## config.mk

```make
export PLATFORM = sky130hd
export DESIGN_NAME = rx_cfg_regs
export DESIGN_NICKNAME = d
export VERILOG_FILES = /design/src/inc/rx_cfg_pkg.sv /design/src/inc/rx_gain_if.sv /design/src/logic/later_gain_decode.sv /design/src/logic/rx_cfg_regs.sv /design/src/logic/squelch_timer.sv
export SDC_FILE = /design/constraint.sdc
export NUM_CORES = 1
export LEC_CHECK = 0
export BUFFER_PORTS_ARGS = -buffer_cell sky130_fd_sc_hd__buf_2
export CAP_MARGIN = 40
export CORE_MARGIN = 10
export CORE_UTILIZATION = 54
export CTS_CLUSTER_DIAMETER = 120
export DETAILED_ROUTE_END_ITERATION = 8
export PLACE_DENSITY_LB_ADDON = 0.12
export SETUP_SLACK_MARGIN = 0.05
export SYNTH_ARGS = -nofsm -noshare
export SYNTH_HDL_FRONTEND = slang
export SYNTH_SLANG_ARGS = --single-unit
```

## constraint.sdc

```tcl
create_clock -name clk_i -period 2.5 [get_ports clk_i]
set_input_delay 0.375 -clock clk_i [delete_from_list [all_inputs] [get_ports clk_i]]
set_output_delay 0.375 -clock clk_i [all_outputs]
set_load 0.02 [all_outputs]
```

## src/inc/rx_cfg_pkg.sv

```systemverilog
package rx_cfg_pkg;

   // ------------------------------------------------------------
   // Register indices (byte address is four times the index)
   // ------------------------------------------------------------
   localparam logic [5:0] IDX_CHANNEL_FILTER = 6'h0A;
   localparam logic [5:0] IDX_AGC_SQUELCH = 6'h0B;
   localparam logic [5:0] IDX_FIRST_GAIN = 6'h0C;
   localparam logic [5:0] IDX_LATER_GAIN = 6'h0D;
   localparam logic [5:0] IDX_RX_STATUS = 6'h3F;

   // ------------------------------------------------------------
   // Values after power-up and after set-default
   // ------------------------------------------------------------
   localparam logic [7:0] RST_CHANNEL_FILTER = 8'h00;
   localparam logic [7:0] RST_AGC_SQUELCH = 8'h1A;
   localparam logic [7:0] RST_FIRST_GAIN = 8'hD8;
   localparam logic [7:0] RST_LATER_GAIN = 8'h00;

   // ------------------------------------------------------------
   // Field positions
   // ------------------------------------------------------------
   localparam int CHANNEL_CHOICE_BIT = 7;
   localparam int AM_DEMOD_MIXER_BIT = 6;
   localparam int LOW_PASS_LSB = 3;
   localparam int ZERO_SETTING_LSB = 0;
   localparam int RECEIVER_LOW_POWER_BIT = 7;
   localparam int LOW_FREQ_SPLIT_BIT = 6;
   localparam int LOW_FREQ_INPUT_ON_BIT = 5;
   localparam int AGC_ENABLE_BIT = 4;
   localparam int AGC_FULL_PERIOD_BIT = 3;
   localparam int AGC_RESET_ALG_BIT = 2;
   localparam int DYN_SQUELCH_BIT = 1;
   localparam int PM_MIXER_CLOCK_SRC_BIT = 0;
   localparam int AM_FIRST_GAIN_LSB = 5;
   localparam int PM_FIRST_GAIN_LSB = 2;
   localparam int CLIP_BIT = 1;
   localparam int FORCED_PEER_GAIN_BIT = 0;
   localparam int AM_LATER_GAIN_LSB = 4;
   localparam int PM_LATER_GAIN_LSB = 0;

   // ------------------------------------------------------------
   // Gain coding
   // ------------------------------------------------------------
   localparam logic [2:0] FIRST_BOOST_CODE = 3'h7;
   localparam logic [3:0] LATER_CODE_MAX = 4'hA;
   localparam logic [3:0] LATER_WINDOW_ONLY_MAX = 4'h4;
   localparam logic [2:0] WINDOW_MAX_STEPS = 3'h4;
   localparam logic [2:0] FORCED_STAGE_STEPS = 3'h2;

   // ------------------------------------------------------------
   // Squelch timing
   // ------------------------------------------------------------
   localparam int CLK_PERIOD_PS = 10_000;
   localparam int SQUELCH_DELAY_PS = 18_880_000;
   localparam int SQUELCH_CYCLES = (SQUELCH_DELAY_PS + CLK_PERIOD_PS - 1) / CLK_PERIOD_PS;
   localparam int SQUELCH_CNT_W = 11;
   localparam logic [SQUELCH_CNT_W-1:0] SQUELCH_LAST = SQUELCH_CNT_W'(SQUELCH_CYCLES - 1);

endpackage : rx_cfg_pkg

```

## src/inc/rx_gain_if.sv

```systemverilog
`timescale 1ns/100ps
// Carries one channel's later-stage gain code and its decoded steps
interface rx_gain_if;
   logic [3:0] code;
   logic [2:0] window_steps;
   logic [2:0] stage_steps;

   modport decoder (
      input code,
      output window_steps,
      output stage_steps
   );

   modport user (
      output code,
      input window_steps,
      input stage_steps
   );
endinterface : rx_gain_if

```

## src/logic/later_gain_decode.sv

```systemverilog
`timescale 1ns/100ps
module later_gain_decode
   import rx_cfg_pkg::*;
(
   rx_gain_if.decoder gain
);

   logic [3:0] clamped;

   // ------------------------------------------------------------
   // Code to window and stage steps
   // ------------------------------------------------------------
   // Unused codes above Ah act as Ah, so a stray write cannot overrange
   always_comb begin
      clamped = (gain.code > LATER_CODE_MAX) ? LATER_CODE_MAX : gain.code;
      if (clamped >= LATER_WINDOW_ONLY_MAX) begin
         gain.window_steps = WINDOW_MAX_STEPS;
      end else begin
         gain.window_steps = clamped[2:0];
      end
      if (clamped > LATER_WINDOW_ONLY_MAX) begin
         gain.stage_steps = 3'(clamped - LATER_WINDOW_ONLY_MAX);
      end else begin
         gain.stage_steps = 3'h0;
      end
   end

endmodule : later_gain_decode

```

## src/logic/rx_cfg_regs.sv

```systemverilog
`timescale 1ns/100ps
module rx_cfg_regs
   import rx_cfg_pkg::*;
(
   input wire logic clk_i,
   input wire logic rst_i,
   // Wishbone classic slave
   input wire logic [7:0] adr_i,
   input wire logic [31:0] dat_i,
   input wire logic [3:0] sel_i,
   input wire logic we_i,
   input wire logic cyc_i,
   input wire logic stb_i,
   output logic [31:0] dat_o,
   output logic ack_o,
   // Direct commands and receiver events
   input wire logic set_default_cmd_i,
   input wire logic reset_rx_gain_cmd_i,
   input wire logic receiver_restart_i,
   input wire logic tx_end_i,
   input wire logic mask_expire_i,
   input wire logic am_enable_i,
   input wire logic pm_enable_i,
   input wire logic manual_select_i,
   input wire logic auto_pm_i,
   input wire logic single_mode_i,
   // Receiver controls
   output logic channel_choice_o,
   output logic framing_pm_o,
   output logic am_demod_mixer_o,
   output logic [2:0] low_pass_ctl_o,
   output logic [2:0] zero_setting_o,
   output logic receiver_low_power_o,
   output logic low_freq_split_o,
   output logic low_freq_input_on_o,
   output logic agc_enable_o,
   output logic agc_full_period_o,
   output logic agc_reset_alg_o,
   output logic pm_mixer_internal_o,
   output logic [2:0] am_first_cut_steps_o,
   output logic am_first_boost_o,
   output logic [2:0] pm_first_cut_steps_o,
   output logic pm_first_boost_o,
   output logic clip_enable_o,
   output logic forced_peer_gain_o,
   output logic [2:0] am_window_steps_o,
   output logic [2:0] am_stage_steps_o,
   output logic [2:0] pm_window_steps_o,
   output logic [2:0] pm_stage_steps_o,
   output logic squelch_active_o,
   output logic restart_required_o
);

   // ------------------------------------------------------------
   // State
   // ------------------------------------------------------------
   typedef struct packed {
      logic [7:0] chan_filter;
      logic [7:0] agc_squelch;
      logic [7:0] first_gain;
      logic [7:0] later_gain;
      logic ack;
      logic [7:0] rdata;
      logic framing_pm;
      logic pm_mix_internal;
      logic [2:0] am_first_cut;
      logic am_first_boost;
      logic [2:0] pm_first_cut;
      logic pm_first_boost;
      logic [2:0] am_win_loaded;
      logic [2:0] am_stage_loaded;
      logic [2:0] pm_win_loaded;
      logic [2:0] pm_stage_loaded;
      logic [2:0] am_win;
      logic [2:0] am_stage;
      logic [2:0] pm_win;
      logic [2:0] pm_stage;
      logic restart_req;
   } state_type;

   state_type s_ff;
   state_type nxt_s;

   logic bus_req;
   logic wr_lo;
   logic sq_active;
   logic forced;
   logic [7:0] status;

   rx_gain_if am_gain ();
   rx_gain_if pm_gain ();

   // ------------------------------------------------------------
   // Later-stage decoders and squelch timer
   // ------------------------------------------------------------
   // Decoders read the stored register; results only matter when loaded
   assign am_gain.code = s_ff.later_gain[AM_LATER_GAIN_LSB +: 4];
   assign pm_gain.code = s_ff.later_gain[PM_LATER_GAIN_LSB +: 4];

   later_gain_decode u_am_decode (
      .gain (am_gain)
   );

   later_gain_decode u_pm_decode (
      .gain (pm_gain)
   );

   squelch_timer u_squelch (
      .clk_i (clk_i),
      .rst_i (rst_i),
      .enable_i (s_ff.agc_squelch[DYN_SQUELCH_BIT]),
      .tx_end_i (tx_end_i),
      .mask_expire_i (mask_expire_i),
      .active_o (sq_active)
   );

   // ------------------------------------------------------------
   // Bus decode
   // ------------------------------------------------------------
   // One wait state: ack rises the cycle after the request, then drops
   assign bus_req = cyc_i && stb_i && !s_ff.ack;
   assign wr_lo = bus_req && we_i && sel_i[0];
   assign forced = s_ff.first_gain[FORCED_PEER_GAIN_BIT];
   assign status = {6'h00, s_ff.restart_req, sq_active};

   // Read mux only selects; nothing in it changes receiver state
   function automatic logic [7:0] read_mux(input logic [5:0] idx, input state_type st,
                                           input logic [7:0] stat);
      logic [7:0] val;
      val = 8'h00;
      unique case (idx)
         IDX_CHANNEL_FILTER: val = st.chan_filter;
         IDX_AGC_SQUELCH: val = st.agc_squelch;
         IDX_FIRST_GAIN: val = st.first_gain;
         IDX_LATER_GAIN: val = st.later_gain;
         IDX_RX_STATUS: val = stat;
         default: val = 8'h00;
      endcase
      return val;
   endfunction : read_mux

   // First-stage code to cut steps and boost flag
   function automatic logic [3:0] first_decode(input logic [2:0] code);
      logic [3:0] res;
      res = 4'h0;
      if (code == FIRST_BOOST_CODE) begin
         res = 4'h8;
      end else begin
         res = {1'b0, code};
      end
      return res;
   endfunction : first_decode

   // ------------------------------------------------------------
   // Next-state logic
   // ------------------------------------------------------------
   always_comb begin
      nxt_s = s_ff;
      nxt_s.ack = bus_req;
      if (bus_req && !we_i) begin
         nxt_s.rdata = read_mux(adr_i[7:2], s_ff, status);
      end

      // Register writes; unmapped or misaligned writes are dropped
      if (wr_lo && (adr_i[1:0] == 2'b00)) begin
         unique case (adr_i[7:2])
            IDX_CHANNEL_FILTER: nxt_s.chan_filter = dat_i[7:0];
            IDX_AGC_SQUELCH: nxt_s.agc_squelch = dat_i[7:0];
            IDX_FIRST_GAIN: nxt_s.first_gain = dat_i[7:0];
            IDX_LATER_GAIN: nxt_s.later_gain = dat_i[7:0];
            default: nxt_s.later_gain = s_ff.later_gain;
         endcase
      end

      // Set-default beats a write in the same cycle
      if (set_default_cmd_i) begin
         nxt_s.chan_filter = RST_CHANNEL_FILTER;
         nxt_s.agc_squelch = RST_AGC_SQUELCH;
         nxt_s.first_gain = RST_FIRST_GAIN;
         nxt_s.later_gain = RST_LATER_GAIN;
      end

      // Later-stage settings travel onward only on the reset-gain command
      if (reset_rx_gain_cmd_i) begin
         nxt_s.am_win_loaded = am_gain.window_steps;
         nxt_s.am_stage_loaded = am_gain.stage_steps;
         nxt_s.pm_win_loaded = pm_gain.window_steps;
         nxt_s.pm_stage_loaded = pm_gain.stage_steps;
      end

      // Forced gain overrides the loaded settings while set
      if (forced) begin
         nxt_s.am_win = WINDOW_MAX_STEPS;
         nxt_s.am_stage = FORCED_STAGE_STEPS;
         nxt_s.pm_win = WINDOW_MAX_STEPS;
         nxt_s.pm_stage = FORCED_STAGE_STEPS;
      end else begin
         nxt_s.am_win = s_ff.am_win_loaded;
         nxt_s.am_stage = s_ff.am_stage_loaded;
         nxt_s.pm_win = s_ff.pm_win_loaded;
         nxt_s.pm_stage = s_ff.pm_stage_loaded;
      end

      // Clearing forced gain leaves the analog path stale until a restart;
      // a new clear in the restart cycle wins so it is never lost
      if (receiver_restart_i) begin
         nxt_s.restart_req = 1'b0;
      end
      if (forced && !nxt_s.first_gain[FORCED_PEER_GAIN_BIT]) begin
         nxt_s.restart_req = 1'b1;
      end

      // Channel steering
      if (am_enable_i && pm_enable_i) begin
         nxt_s.framing_pm = manual_select_i ? s_ff.chan_filter[CHANNEL_CHOICE_BIT]
                                            : auto_pm_i;
      end else begin
         nxt_s.framing_pm = s_ff.chan_filter[CHANNEL_CHOICE_BIT];
      end

      // Single mode has no usable driver phase, so internal clock is forced
      nxt_s.pm_mix_internal = s_ff.agc_squelch[PM_MIXER_CLOCK_SRC_BIT]
                              || single_mode_i;

      {nxt_s.am_first_boost, nxt_s.am_first_cut} =
         first_decode(s_ff.first_gain[AM_FIRST_GAIN_LSB +: 3]);
      {nxt_s.pm_first_boost, nxt_s.pm_first_cut} =
         first_decode(s_ff.first_gain[PM_FIRST_GAIN_LSB +: 3]);
   end

   // ------------------------------------------------------------
   // State register
   // ------------------------------------------------------------
   always_ff @(posedge clk_i) begin
      if (rst_i) begin
         s_ff <= '0;
         s_ff.chan_filter <= RST_CHANNEL_FILTER;
         s_ff.agc_squelch <= RST_AGC_SQUELCH;
         s_ff.first_gain <= RST_FIRST_GAIN;
         s_ff.later_gain <= RST_LATER_GAIN;
      end else begin
         s_ff <= nxt_s;
      end
   end

   // ------------------------------------------------------------
   // Outputs, all from flip-flops
   // ------------------------------------------------------------
   assign dat_o = {24'h000000, s_ff.rdata};
   assign ack_o = s_ff.ack;

   // Fields that steer analog blocks directly
   assign channel_choice_o = s_ff.chan_filter[CHANNEL_CHOICE_BIT];
   assign framing_pm_o = s_ff.framing_pm;
   assign am_demod_mixer_o = s_ff.chan_filter[AM_DEMOD_MIXER_BIT];
   assign low_pass_ctl_o = s_ff.chan_filter[LOW_PASS_LSB +: 3];
   assign zero_setting_o = s_ff.chan_filter[ZERO_SETTING_LSB +: 3];
   assign receiver_low_power_o = s_ff.agc_squelch[RECEIVER_LOW_POWER_BIT];
   assign low_freq_split_o = s_ff.agc_squelch[LOW_FREQ_SPLIT_BIT];
   assign low_freq_input_on_o = s_ff.agc_squelch[LOW_FREQ_INPUT_ON_BIT];
   assign agc_enable_o = s_ff.agc_squelch[AGC_ENABLE_BIT];
   assign agc_full_period_o = s_ff.agc_squelch[AGC_FULL_PERIOD_BIT];
   assign agc_reset_alg_o = s_ff.agc_squelch[AGC_RESET_ALG_BIT];
   assign pm_mixer_internal_o = s_ff.pm_mix_internal;
   assign clip_enable_o = s_ff.first_gain[CLIP_BIT];
   assign forced_peer_gain_o = forced;

   // Decoded gains
   assign am_first_cut_steps_o = s_ff.am_first_cut;
   assign am_first_boost_o = s_ff.am_first_boost;
   assign pm_first_cut_steps_o = s_ff.pm_first_cut;
   assign pm_first_boost_o = s_ff.pm_first_boost;
   assign am_window_steps_o = s_ff.am_win;
   assign am_stage_steps_o = s_ff.am_stage;
   assign pm_window_steps_o = s_ff.pm_win;
   assign pm_stage_steps_o = s_ff.pm_stage;

   // Receiver status
   assign squelch_active_o = sq_active;
   assign restart_required_o = s_ff.restart_req;

endmodule : rx_cfg_regs

```

## src/logic/squelch_timer.sv

```systemverilog
`timescale 1ns/100ps
module squelch_timer
   import rx_cfg_pkg::*;
(
   input wire logic clk_i,
   input wire logic rst_i,
   input wire logic enable_i,
   input wire logic tx_end_i,
   input wire logic mask_expire_i,
   output logic active_o
);

   typedef struct packed {
      logic waiting;
      logic active;
      logic [SQUELCH_CNT_W-1:0] cnt;
   } sq_state_type;

   sq_state_type sq_ff;
   sq_state_type nxt_sq;

   // ------------------------------------------------------------
   // Delay after end of transmit, then hold until mask expiry or until dynamic squelch is disabled
   // ------------------------------------------------------------
   always_comb begin
      nxt_sq = sq_ff;
      if (sq_ff.waiting) begin
         if (sq_ff.cnt == SQUELCH_LAST) begin
            nxt_sq.waiting = 1'b0;
            nxt_sq.active = 1'b1;
         end else begin
            nxt_sq.cnt = SQUELCH_CNT_W'(sq_ff.cnt + 1'b1);
         end
      end
      // Expiry ends squelch; an early expiry also cancels the pending start
      if (mask_expire_i) begin
         nxt_sq.waiting = 1'b0;
         nxt_sq.active = 1'b0;
      end
      if (tx_end_i && enable_i) begin
         nxt_sq.waiting = 1'b1;
         nxt_sq.cnt = '0;
      end
      if (!enable_i) begin
         nxt_sq.waiting = 1'b0;
         nxt_sq.active = 1'b0;
      end
   end

   always_ff @(posedge clk_i) begin
      if (rst_i) begin
         sq_ff <= '0;
      end else begin
         sq_ff <= nxt_sq;
      end
   end

   assign active_o = sq_ff.active;

endmodule : squelch_timer

```

==> flow_summary.json, run 1 <==
{
  "worstMarginPinSlew_ps": 620,
  "core_mm2": 0.00721,
  "syn_area_per_cell_um2": 9.19,
  "die_w_um": 106,
  "yosysWarnings": 0,
  "synth_cells": 436,
  "min_period_ps": 1720,
  "track_usage_pct": 16.0,
  "p_leak_nw": 1.89,
  "crit_path_cell_trace": "and3b_1 > nand3b_1 > or2_0 > o21ai_0",
  "core.rowCount": 31,
  "synthToLayoutAreaGrowth_pct": 8.68,
  "netlist.area_leader.share_pct": 44.5,
  "clock_skew_ps": 12.6,
  "fillers": 680,
  "tritoncts": "built",
  "vias": 3047,
  "antenna_found_initial": 0,
  "ys.flop_type": "dfxtp_1",
  "p_per_area_mw_per_mm2": 589,
  "setup_tns_ps": 0,
  "top_usage_layer": "met2",
  "arrival_ps": 1930,
  "netlist.top_cell.by_area": "dfxtp_1",
  "grt_pass1_vias": 3011,
  "grt_max_degree": 36,
  "first_pass_iters": 4,
  "synthArstFlopShare_pct": 0,
  "n_antenna_cell": 0,
  "cts.sinks": 89,
  "cts.clk_slew.worst_paths_ps": 90,
  "critical_path_class": "flop to flop",
  "relSlewSlack_pct": 58.7,
  "synthesis.area_mm2": 0.00401,
  "portBuffers": 80,
  "maxCapViolCount": 0,
  "grtUsageMet1_pct": 20.3,
  "htree_num_levels": 3,
  "crit_required_ps": 2700,
  "hold_buffers": 0,
  "gr-usage-met3_pct": 5.98,
  "rsz0062_at_grt": "no",
  "crit_path_top_delay_cell": "or2_0",
  "critPathBufInv": 0,
  "drv_slew": 0,
  "grt_pass1_wl_um": 14900,
  "ios": 132,
  "synth_edf_count": 0,
  "start_util_pct": 55.5,
  "synth_seq_cells": 89,
  "nNetsFinal": 542,
  "end_kind": "flop",
  "fmax_mhz": 581,
  "worst_setup_path_start_kind": "flop",
  "finalCritPeriodShare_pct": 68.9,
  "routedWlPerCell_um": 15.8,
  "dpl.hpwl_um": 7080,
  "min-delay-start": "mask_expire_i",
  "cts_inserted_buffers": 9,
  "slowest_delay_ps": 550,
  "ctsResizeCount": 0,
  "met2_usage_pct": 24.6,
  "gp_congestion": 0.821,
  "ys_seq_area_share_pct": 44.5,
  "clock_latency_ps": 350,
  "ir_worst_vdd_mv": 0.297,
  "routed_via_density": 5.22,
  "drc": 0,
  "die_area_mm2": 0.0113,
  "hold_path.class": "input port to flop",
  "synthTopCellsByArea": "dfxtp_1 (44%), buf_4 (10%), mux2i_1 (10%)",
  "drt-initial-drc-count": 175,
  "critPathMaxFanout": 9,
  "drt_wl_total_um": 9210,
  "reg2reg_from": "ack_o",
  "die_h_um": 106,
  "outcome": "completed",
  "startpoint": "ack_o",
  "setup_viol_count_final": 0,
  "cts_root_buf": "clkbuf_8",
  "whs_ps": 197,
  "synth.distinct_cells": 50,
  "cp_top_family": "simple AND/OR/NAND/NOR gates",
  "postRouteAntennaNets": 0,
  "clockBufferDepth": 2,
  "hold_viol": 0,
  "drive_gt1_share_pct": 22.7,
  "postCtsSetupRepairBufs": 0,
  "grt-ovfl-total": 0
}
## routing by layer
layer	wire length [µm]	part of all wire, %
met4	100	1.1
met3	691	7.5
met2	4320	47
met5	0	0
met1	4090	44
## sequential cells by signal, summed over array words and instances (netlist names), 3 cells and up
register and count:
am_first_cut_steps_o 3, am_gain.code 4, am_stage_steps_o 3, am_window_steps_o 3, dat_o 8, low_pass_ctl_o 3
pm_first_cut_steps_o 3, pm_gain.code 4, pm_stage_steps_o 3, pm_window_steps_o 3, s_ff 20, u_squelch.sq_ff 12
zero_setting_o 3
## final cells by class
type / instances / area (µm²) / share of cell area, %
Timing Repair Buffer: 86 / 445 / 10.2
Multi-Input combinational cell: 290 / 1800 / 41.2
Clock inverter: 3 / 42.5 / 0.977
Tap cell: 99 / 124 / 2.85
Clock buffer: 11 / 141 / 3.25
Sequential cell: 89 / 1780 / 40.9
Inverter: 6 / 22.5 / 0.517
## worst register-to-register path, cell delays in order (launching register included)
cell	delay (ps)
dfxtp_1	340
and3b_1	220
nand3b_1	280
or2_0	550
o21ai_0	190
## placed cells by master, fill, tap and decap left out, types with 4 or more instances in the layout
master,n
nand2_1,41
buf_4,6
nand3_1,9
nor3_1,4
and2_1,10
and3_1,5
nand4_1,4
conb_1,24
nor4_1,4
xnor2_1,5
nor2_1,46
o22ai_1,6
clkbuf_8,10
buf_2,80
a22o_1,6
dfxtp_1,89
mux2i_1,41
o211ai_1,10
nand2b_1,7
a31oi_1,4
a21oi_1,12
inv_1,6
o21ai_0,15
## synth_stat cells, types with 7 or more instances
master,count
a21oi_1,12
and2_1,10
buf_4,56
clkbuf_1,11
dfxtp_1,89
mux2i_1,41
nand2_1,41
nand2b_1,7
nand3_1,9
nor2_1,47
o211ai_1,10
o21ai_0,15
## worst paths after layout
kind                     endpoint  slack, ps  cells after the start
max                 clip_enable_o        780                      4
min            u_squelch.active_o        200                      2
max reg2reg         clip_enable_o        780                      4
min reg2reg  pm_window_steps_o[1]        460                      1
## where the power goes
group | switching (W) | total [W] | internal (W)
registers | 0.00000596 | 0.00144 | 0.00143
logic | 0.000126 | 0.000182 | 0.0000563
clock network | 0.000469 | 0.000947 | 0.000478
## metrics by stage
step / setup WS [ps] / total power, W / utilization [%] / std cells / area, µm²
after global placement: 609 / 0.00165 / 57.8 / 570 / 4170
final: 778 / 0.00256 / 60.3 / 584 / 4350
after CTS: 781 / 0.00258 / 60.3 / 584 / 4350
after detailed placement: 592 / 0.00165 / 57.8 / 570 / 4170
after global routing: 683 / 0.00267 / 60.3 / 584 / 4350
after floorplan: 959 / 0.00163 / - / 459 / 4090
## cell families (layout without fill, tap and decap cells)
family / count (synthesis) / after routing / share of synthesized area [%]
buffers and inverters: 80 / 106 / 12.9
AOI/OAI and AO/OA: 67 / 67 / 11.5
and+or+nand+nor: 148 / 148 / 18.4
other: 1 / 24 / 0.0936
xor gates and xnor gates: 8 / 8 / 1.75
adders and majority gates: 1 / 1 / 0.312
muxes: 42 / 42 / 10.5
DFF: 89 / 89 / 44.5
Note: power is estimated with default switching activity, not from simulation.
==> inputs of run 2 (changes only) <==
--- a/config.mk
+++ b/config.mk
@@ -8,7 +8,7 @@
 export BUFFER_PORTS_ARGS = -buffer_cell sky130_fd_sc_hd__buf_2
 export CAP_MARGIN = 40
 export CORE_MARGIN = 10
-export CORE_UTILIZATION = 54
+export CORE_UTILIZATION = 50
 export CTS_CLUSTER_DIAMETER = 120
 export DETAILED_ROUTE_END_ITERATION = 8
 export PLACE_DENSITY_LB_ADDON = 0.12
==> constraint.sdc (replaced) <==
create_clock -name clk_i -period 1.6 [get_ports clk_i]
set_input_delay 0.24 -clock clk_i [delete_from_list [all_inputs] [get_ports clk_i]]
set_output_delay 0.24 -clock clk_i [all_outputs]
set_load 0.02 [all_outputs]
==> run 2 against run 1 <==
Effect of this change:
- power up 61%
- global-route usage down 0.68 points
- core utilization down 2.1 points
- non-clock buffer count up 14
- largest cell class unchanged
- clock skew down 2.6 ps
- wire length up 1.9%
- first-iteration DRC count down 6.3%
- critical path depth up 1
- final area up 3.9%
- sequential power up 56%
==> flow_summary.json, run 2 (same netlist as run 1, synthesis figures left out) <==
{
  "largest_reg_flops": 20,
  "fin_total_pwr_w": 0.00413,
  "cts_root_buf": "clkbuf_8",
  "fmax_mhz": 673,
  "grt_max_degree": 36,
  "fillers": 736,
  "finalCritPeriodShare_pct": 92.8,
  "post-place-ws_ps": 5.03,
  "worst_setup_path_start_kind": "flop",
  "crit_required_ps": 1860,
  "n_antenna_cell": 0,
  "antenna_found_initial": 0,
  "vias": 3088,
  "end_kind": "flop",
  "first_pass_iters": 4,
  "die_area_mm2": 0.0120,
  "min_period_ps": 1480,
  "drv_slew": 0,
  "tritoncts": "built",
  "cts_inserted_buffers": 9,
  "layout_commonest_cell": "dfxtp_1",
  "die_h_um": 110,
  "postRouteAntennaNets": 0,
  "p_per_area_mw_per_mm2": 913,
  "nNetsFinal": 556,
  "clockBufferDepth": 2,
  "hold_buffers": 0,
  "rsz0062_at_grt": "yes",
  "postLayoutSetupSlackWorst_ps": 115,
  "core_mm2": 0.00777,
  "final_cell_mix": "dfxtp_1 (88), buf_2 (80), nor2_1 (46), nand2_1 (41), mux2i_1 (41)",
  "maxCapViolCount": 0,
  "track_usage_pct": 15.3,
  "outcome": "completed",
  "drt_wl_total_um": 9380,
  "setup_viol_count_final": 0,
  "start_util_pct": 51.6,
  "portBuffers": 80,
  "clock_latency_ps": 360,
  "critical_path_class": "flop to flop",
  "ctsResizeCount": 0,
  "dpl.hpwl_um": 7210,
  "ir_worst_vdd_mv": 0.417,
  "arrival_ps": 1750,
  "critPathMaxFanout": 5,
  "cts.clk_slew.worst_paths_ps": 90,
  "setup_tns_ps": 0,
  "core.rowCount": 32,
  "cts.sinks": 89,
  "gp_congestion": 0.859,
  "hold_path.class": "input port to flop",
  "p_leak_nw": 1.97,
  "max_flop_register": "s_ff",
  "grt_pass1_wl_um": 14500,
  "ios": 132,
  "drt-initial-drc-count": 164,
  "grt-ovfl-total": 0,
  "hold_viol": 0,
  "clock_skew_ps": 9.96,
  "routedWlPerCell_um": 15.6,
  "drive_gt1_share_pct": 25.9,
  "grt_pass1_vias": 2912,
  "postCtsSetupRepairBufs": 0,
  "drc": 0,
  "routed_via_density": 5.12,
  "htree_num_levels": 3,
  "synthToLayoutAreaGrowth_pct": 13.0,
  "die_w_um": 110
}
[run 2: final cells by class]
| cell class | instances | area [µm²] | area share [%] |
|---|---|---|---|
| multi-input cells | 290 | 1810 | 40.0 |
| repair buffers | 100 | 576 | 12.7 |
| well taps | 102 | 128 | 2.82 |
| clock buffers | 12 | 155 | 3.43 |
| clock inverters | 4 | 51.3 | 1.13 |
| inverters | 6 | 22.5 | 0.498 |
| flip-flops and latches | 89 | 1780 | 39.4 |
[run 2: final timing paths]
path                 start                   end  slack [ps]  cells past startpoint
min reg2reg       s_ff[17]  pm_window_steps_o[1]         460                      1
max reg2reg          ack_o    restart_required_o         120                      5
min          mask_expire_i    u_squelch.active_o          60                      2
max                  ack_o    restart_required_o         120                      5
[run 2: power by group]
part	switching, W	total [W]	leakage, nW	internal [W]
logic	0.000197	0.000294	1.15	0.0000971
clock network	0.000785	0.00159	0.103	0.000808
registers	0.0000101	0.00224	0.721	0.00223
total	0.000993	0.00413	1.97	0.00314
[run 2: stage by stage]
step	hold WS, ps	cell area (µm²)	utilization (%)	instances
global placement	425	4300	55.4	587
detailed placement	435	4300	55.4	587
finish	60.1	4520	58.2	603
CTS	49.6	4510	58.1	603
floorplan	319	4090	-	459
global route	49.0	4520	58.2	603
[run 2: critical path: stages (launching register included)]
cell and delay, ps:
dfxtp_1 320, and3b_1 270, nand3b_1 180, or2_0 270, buf_4 160, o41ai_2 190
[run 2: layer usage]
metal / wire [µm] / global-route usage, % / share of wire, % / vias to the layer above
li1: - / - / - / 1563
met1: 4130 / 19.4 / 44 / 1430
met2: 4500 / 24.4 / 48 / 86
met3: 660 / 5.38 / 7.0 / 9
met4: 90 / 4.00 / 0.96 / 0
met5: 0 / 0 / 0 / -
==> inputs of run 3 (changes only) <==
--- a/config.mk
+++ b/config.mk
@@ -8,7 +8,7 @@
 export BUFFER_PORTS_ARGS = -buffer_cell sky130_fd_sc_hd__buf_2
 export CAP_MARGIN = 40
 export CORE_MARGIN = 10
-export CORE_UTILIZATION = 50
+export CORE_UTILIZATION = 54
 export CTS_CLUSTER_DIAMETER = 120
 export DETAILED_ROUTE_END_ITERATION = 8
 export PLACE_DENSITY_LB_ADDON = 0.12
==> constraint.sdc (replaced) <==
create_clock -name clk_i -period 1.8 [get_ports clk_i]
set_input_delay 0.27 -clock clk_i [delete_from_list [all_inputs] [get_ports clk_i]]
set_output_delay 0.27 -clock clk_i [all_outputs]
set_load 0.02 [all_outputs]
==> run 3 against run 2 <==
Effect of this change:
- sequential power fell by 11%
- first-iteration DRC count increased by 1.2%
- clock skew down 2.5 ps
- setup slack improved by 95 ps
- final area is 1.7% lower
- combinational power fell by 11%
- clock-buffer cell count down 2
- critical path type unchanged
- flip-flop and latch count did not move
==> flow_summary.json, run 3 (same netlist as run 1, synthesis figures left out) <==
{
  "crit_path_top_delay_cell": "o41ai_4",
  "relSlewSlack_pct": 63.0,
  "worst_setup_path_start_kind": "flop",
  "grt_pass1_wl_um": 15000,
  "track_usage_pct": 16.2,
  "routedWlPerCell_um": 15.6,
  "final_area_mm2": 0.00445,
  "grt_max_degree": 36,
  "drive_gt1_share_pct": 24.1,
  "cts.clk_slew.worst_paths_ps": 80,
  "arrival_ps": 1810,
  "crit_path_cell_trace": "ha_1 > nand2_1 > o41ai_4 > mux2i_1 > nor2_1",
  "fin_cells": 592,
  "p_leak_nw": 1.95,
  "clock_latency_ps": 340,
  "routed_via_density": 5.16,
  "tritoncts": "built",
  "p_per_area_mw_per_mm2": 800,
  "nNetsFinal": 550,
  "postCtsSetupRepairBufs": 0,
  "ir_worst_vdd_mv": 0.356,
  "startpoint": "u_squelch.sq_ff[0]",
  "n_antenna_cell": 0,
  "core.rowCount": 31,
  "ctsResizeCount": 0,
  "min-delay-start": "mask_expire_i",
  "htree_num_levels": 3,
  "antenna_found_initial": 0,
  "grt-ovfl-total": 0,
  "max_flop_register": "s_ff",
  "final_cell_mix": "dfxtp_1 (89), buf_2 (80), nor2_1 (46), nand2_1 (41), mux2i_1 (41)",
  "drc": 0,
  "critPathMaxFanout": 6,
  "die_w_um": 106,
  "die_area_mm2": 0.0113,
  "reg2reg_from": "u_squelch.sq_ff[0]",
  "placed_cell_area_mm2": 0.00425,
  "largest_reg_flops": 20,
  "crit_required_ps": 2020,
  "setup_viol_count_final": 0,
  "die_h_um": 106,
  "cts.sinks": 89,
  "min_period_ps": 1590,
  "synthToLayoutAreaGrowth_pct": 11.1,
  "clockBufferDepth": 2,
  "fmax_mhz": 629,
  "multi_input_area_mm2": 0.00181,
  "hold_path.class": "input port to flop",
  "fillers": 675,
  "ios": 132,
  "critical_path_class": "flop to flop",
  "first_pass_iters": 4,
  "setup_tns_ps": 0,
  "layout_commonest_cell": "dfxtp_1",
  "worstMarginPinSlew_ps": 548,
  "outcome": "completed",
  "postRouteAntennaNets": 0,
  "drt_wl_total_um": 9220,
  "start_util_pct": 55.5,
  "post-place-ws_ps": 150,
  "hold_viol": 0,
  "core_mm2": 0.00721,
  "drv_slew": 0,
  "vias": 3053,
  "grt_pass1_vias": 3078,
  "dpl.hpwl_um": 7080,
  "dpl.cell_count": 578,
  "maxCapViolCount": 0,
  "gp_congestion": 0.833,
  "slowest_delay_ps": 430,
  "portBuffers": 80,
  "finalCritPeriodShare_pct": 88.3,
  "rsz0062_at_grt": "no",
  "hold_buffers": 0,
  "cts_inserted_buffers": 9,
  "postLayoutSetupSlackWorst_ps": 210,
  "clock_skew_ps": 7.50,
  "whs_ps": 107,
  "end_kind": "flop",
  "drt-initial-drc-count": 166,
  "cts_root_buf": "clkbuf_8",
  "ff_latch_area_mm2": 0.00178
}
run 3: changes by cell type in the layout (fill, tap and decap cells not counted), sizes merged:
cell / delta
buf: -6
clkinv: +1
clkinvlp: -1
clkbuf: -2
run 3: where the power goes:
part / switching, W / total, W / internal [W]
Clock: 0.000645 / 0.00130 / 0.000658
Sequential: 0.00000899 / 0.00199 / 0.00199
Combinational: 0.000176 / 0.000262 / 0.0000862
Total: 0.000829 / 0.00356 / 0.00273
run 3: cell type report:
class / count / share of cell area [%]
Clock buffer: 10 / 3.09
Multi-Input combinational cell: 290 / 40.6
Timing Repair Buffer: 94 / 11.9
Tap cell: 99 / 2.78
Inverter: 6 / 0.506
Clock inverter: 4 / 1.01
Sequential cell: 89 / 40.1
run 3: worst max-delay path, delay by kind of cell, from the launching register on:
family / cells / cell delay (ps)
mux: 1 / 230
flops: 1 / 370
compound gates: 1 / 430
fa+ha+maj: 1 / 270
simple gates: 2 / 170
run 3: per-layer routing:
metal  wire (µm)  track usage (%)  vias to the layer above  share of wire (%)
met2        4310             25.6                       88                 47
met4         134             7.35                        0                1.5
met5           0                0                        -                  0
met1        4110             19.7                     1423                 45
li1            -                -                     1532                  -
met3         662             5.19                       10                7.2
run 3: path summary, 6_finish.rpt:
check                              to  slack, ps  cells after the start
hold / removal     u_squelch.active_o        110                      2
setup / recovery   u_squelch.sq_ff[1]        210                      5
setup reg to reg   u_squelch.sq_ff[1]        210                      5
hold reg to reg   am_stage_steps_o[0]        460                      1
run 3: metrics by stage:
| stage | util [%] | power [W] |
|---|---|---|
| after floorplan | - | 0.00226 |
| after global placement | 59.0 | 0.00230 |
| after detailed placement | 59.0 | 0.00230 |
| after CTS | 61.5 | 0.00358 |
| after global routing | 61.7 | 0.00368 |
| final | 61.7 | 0.00356 |
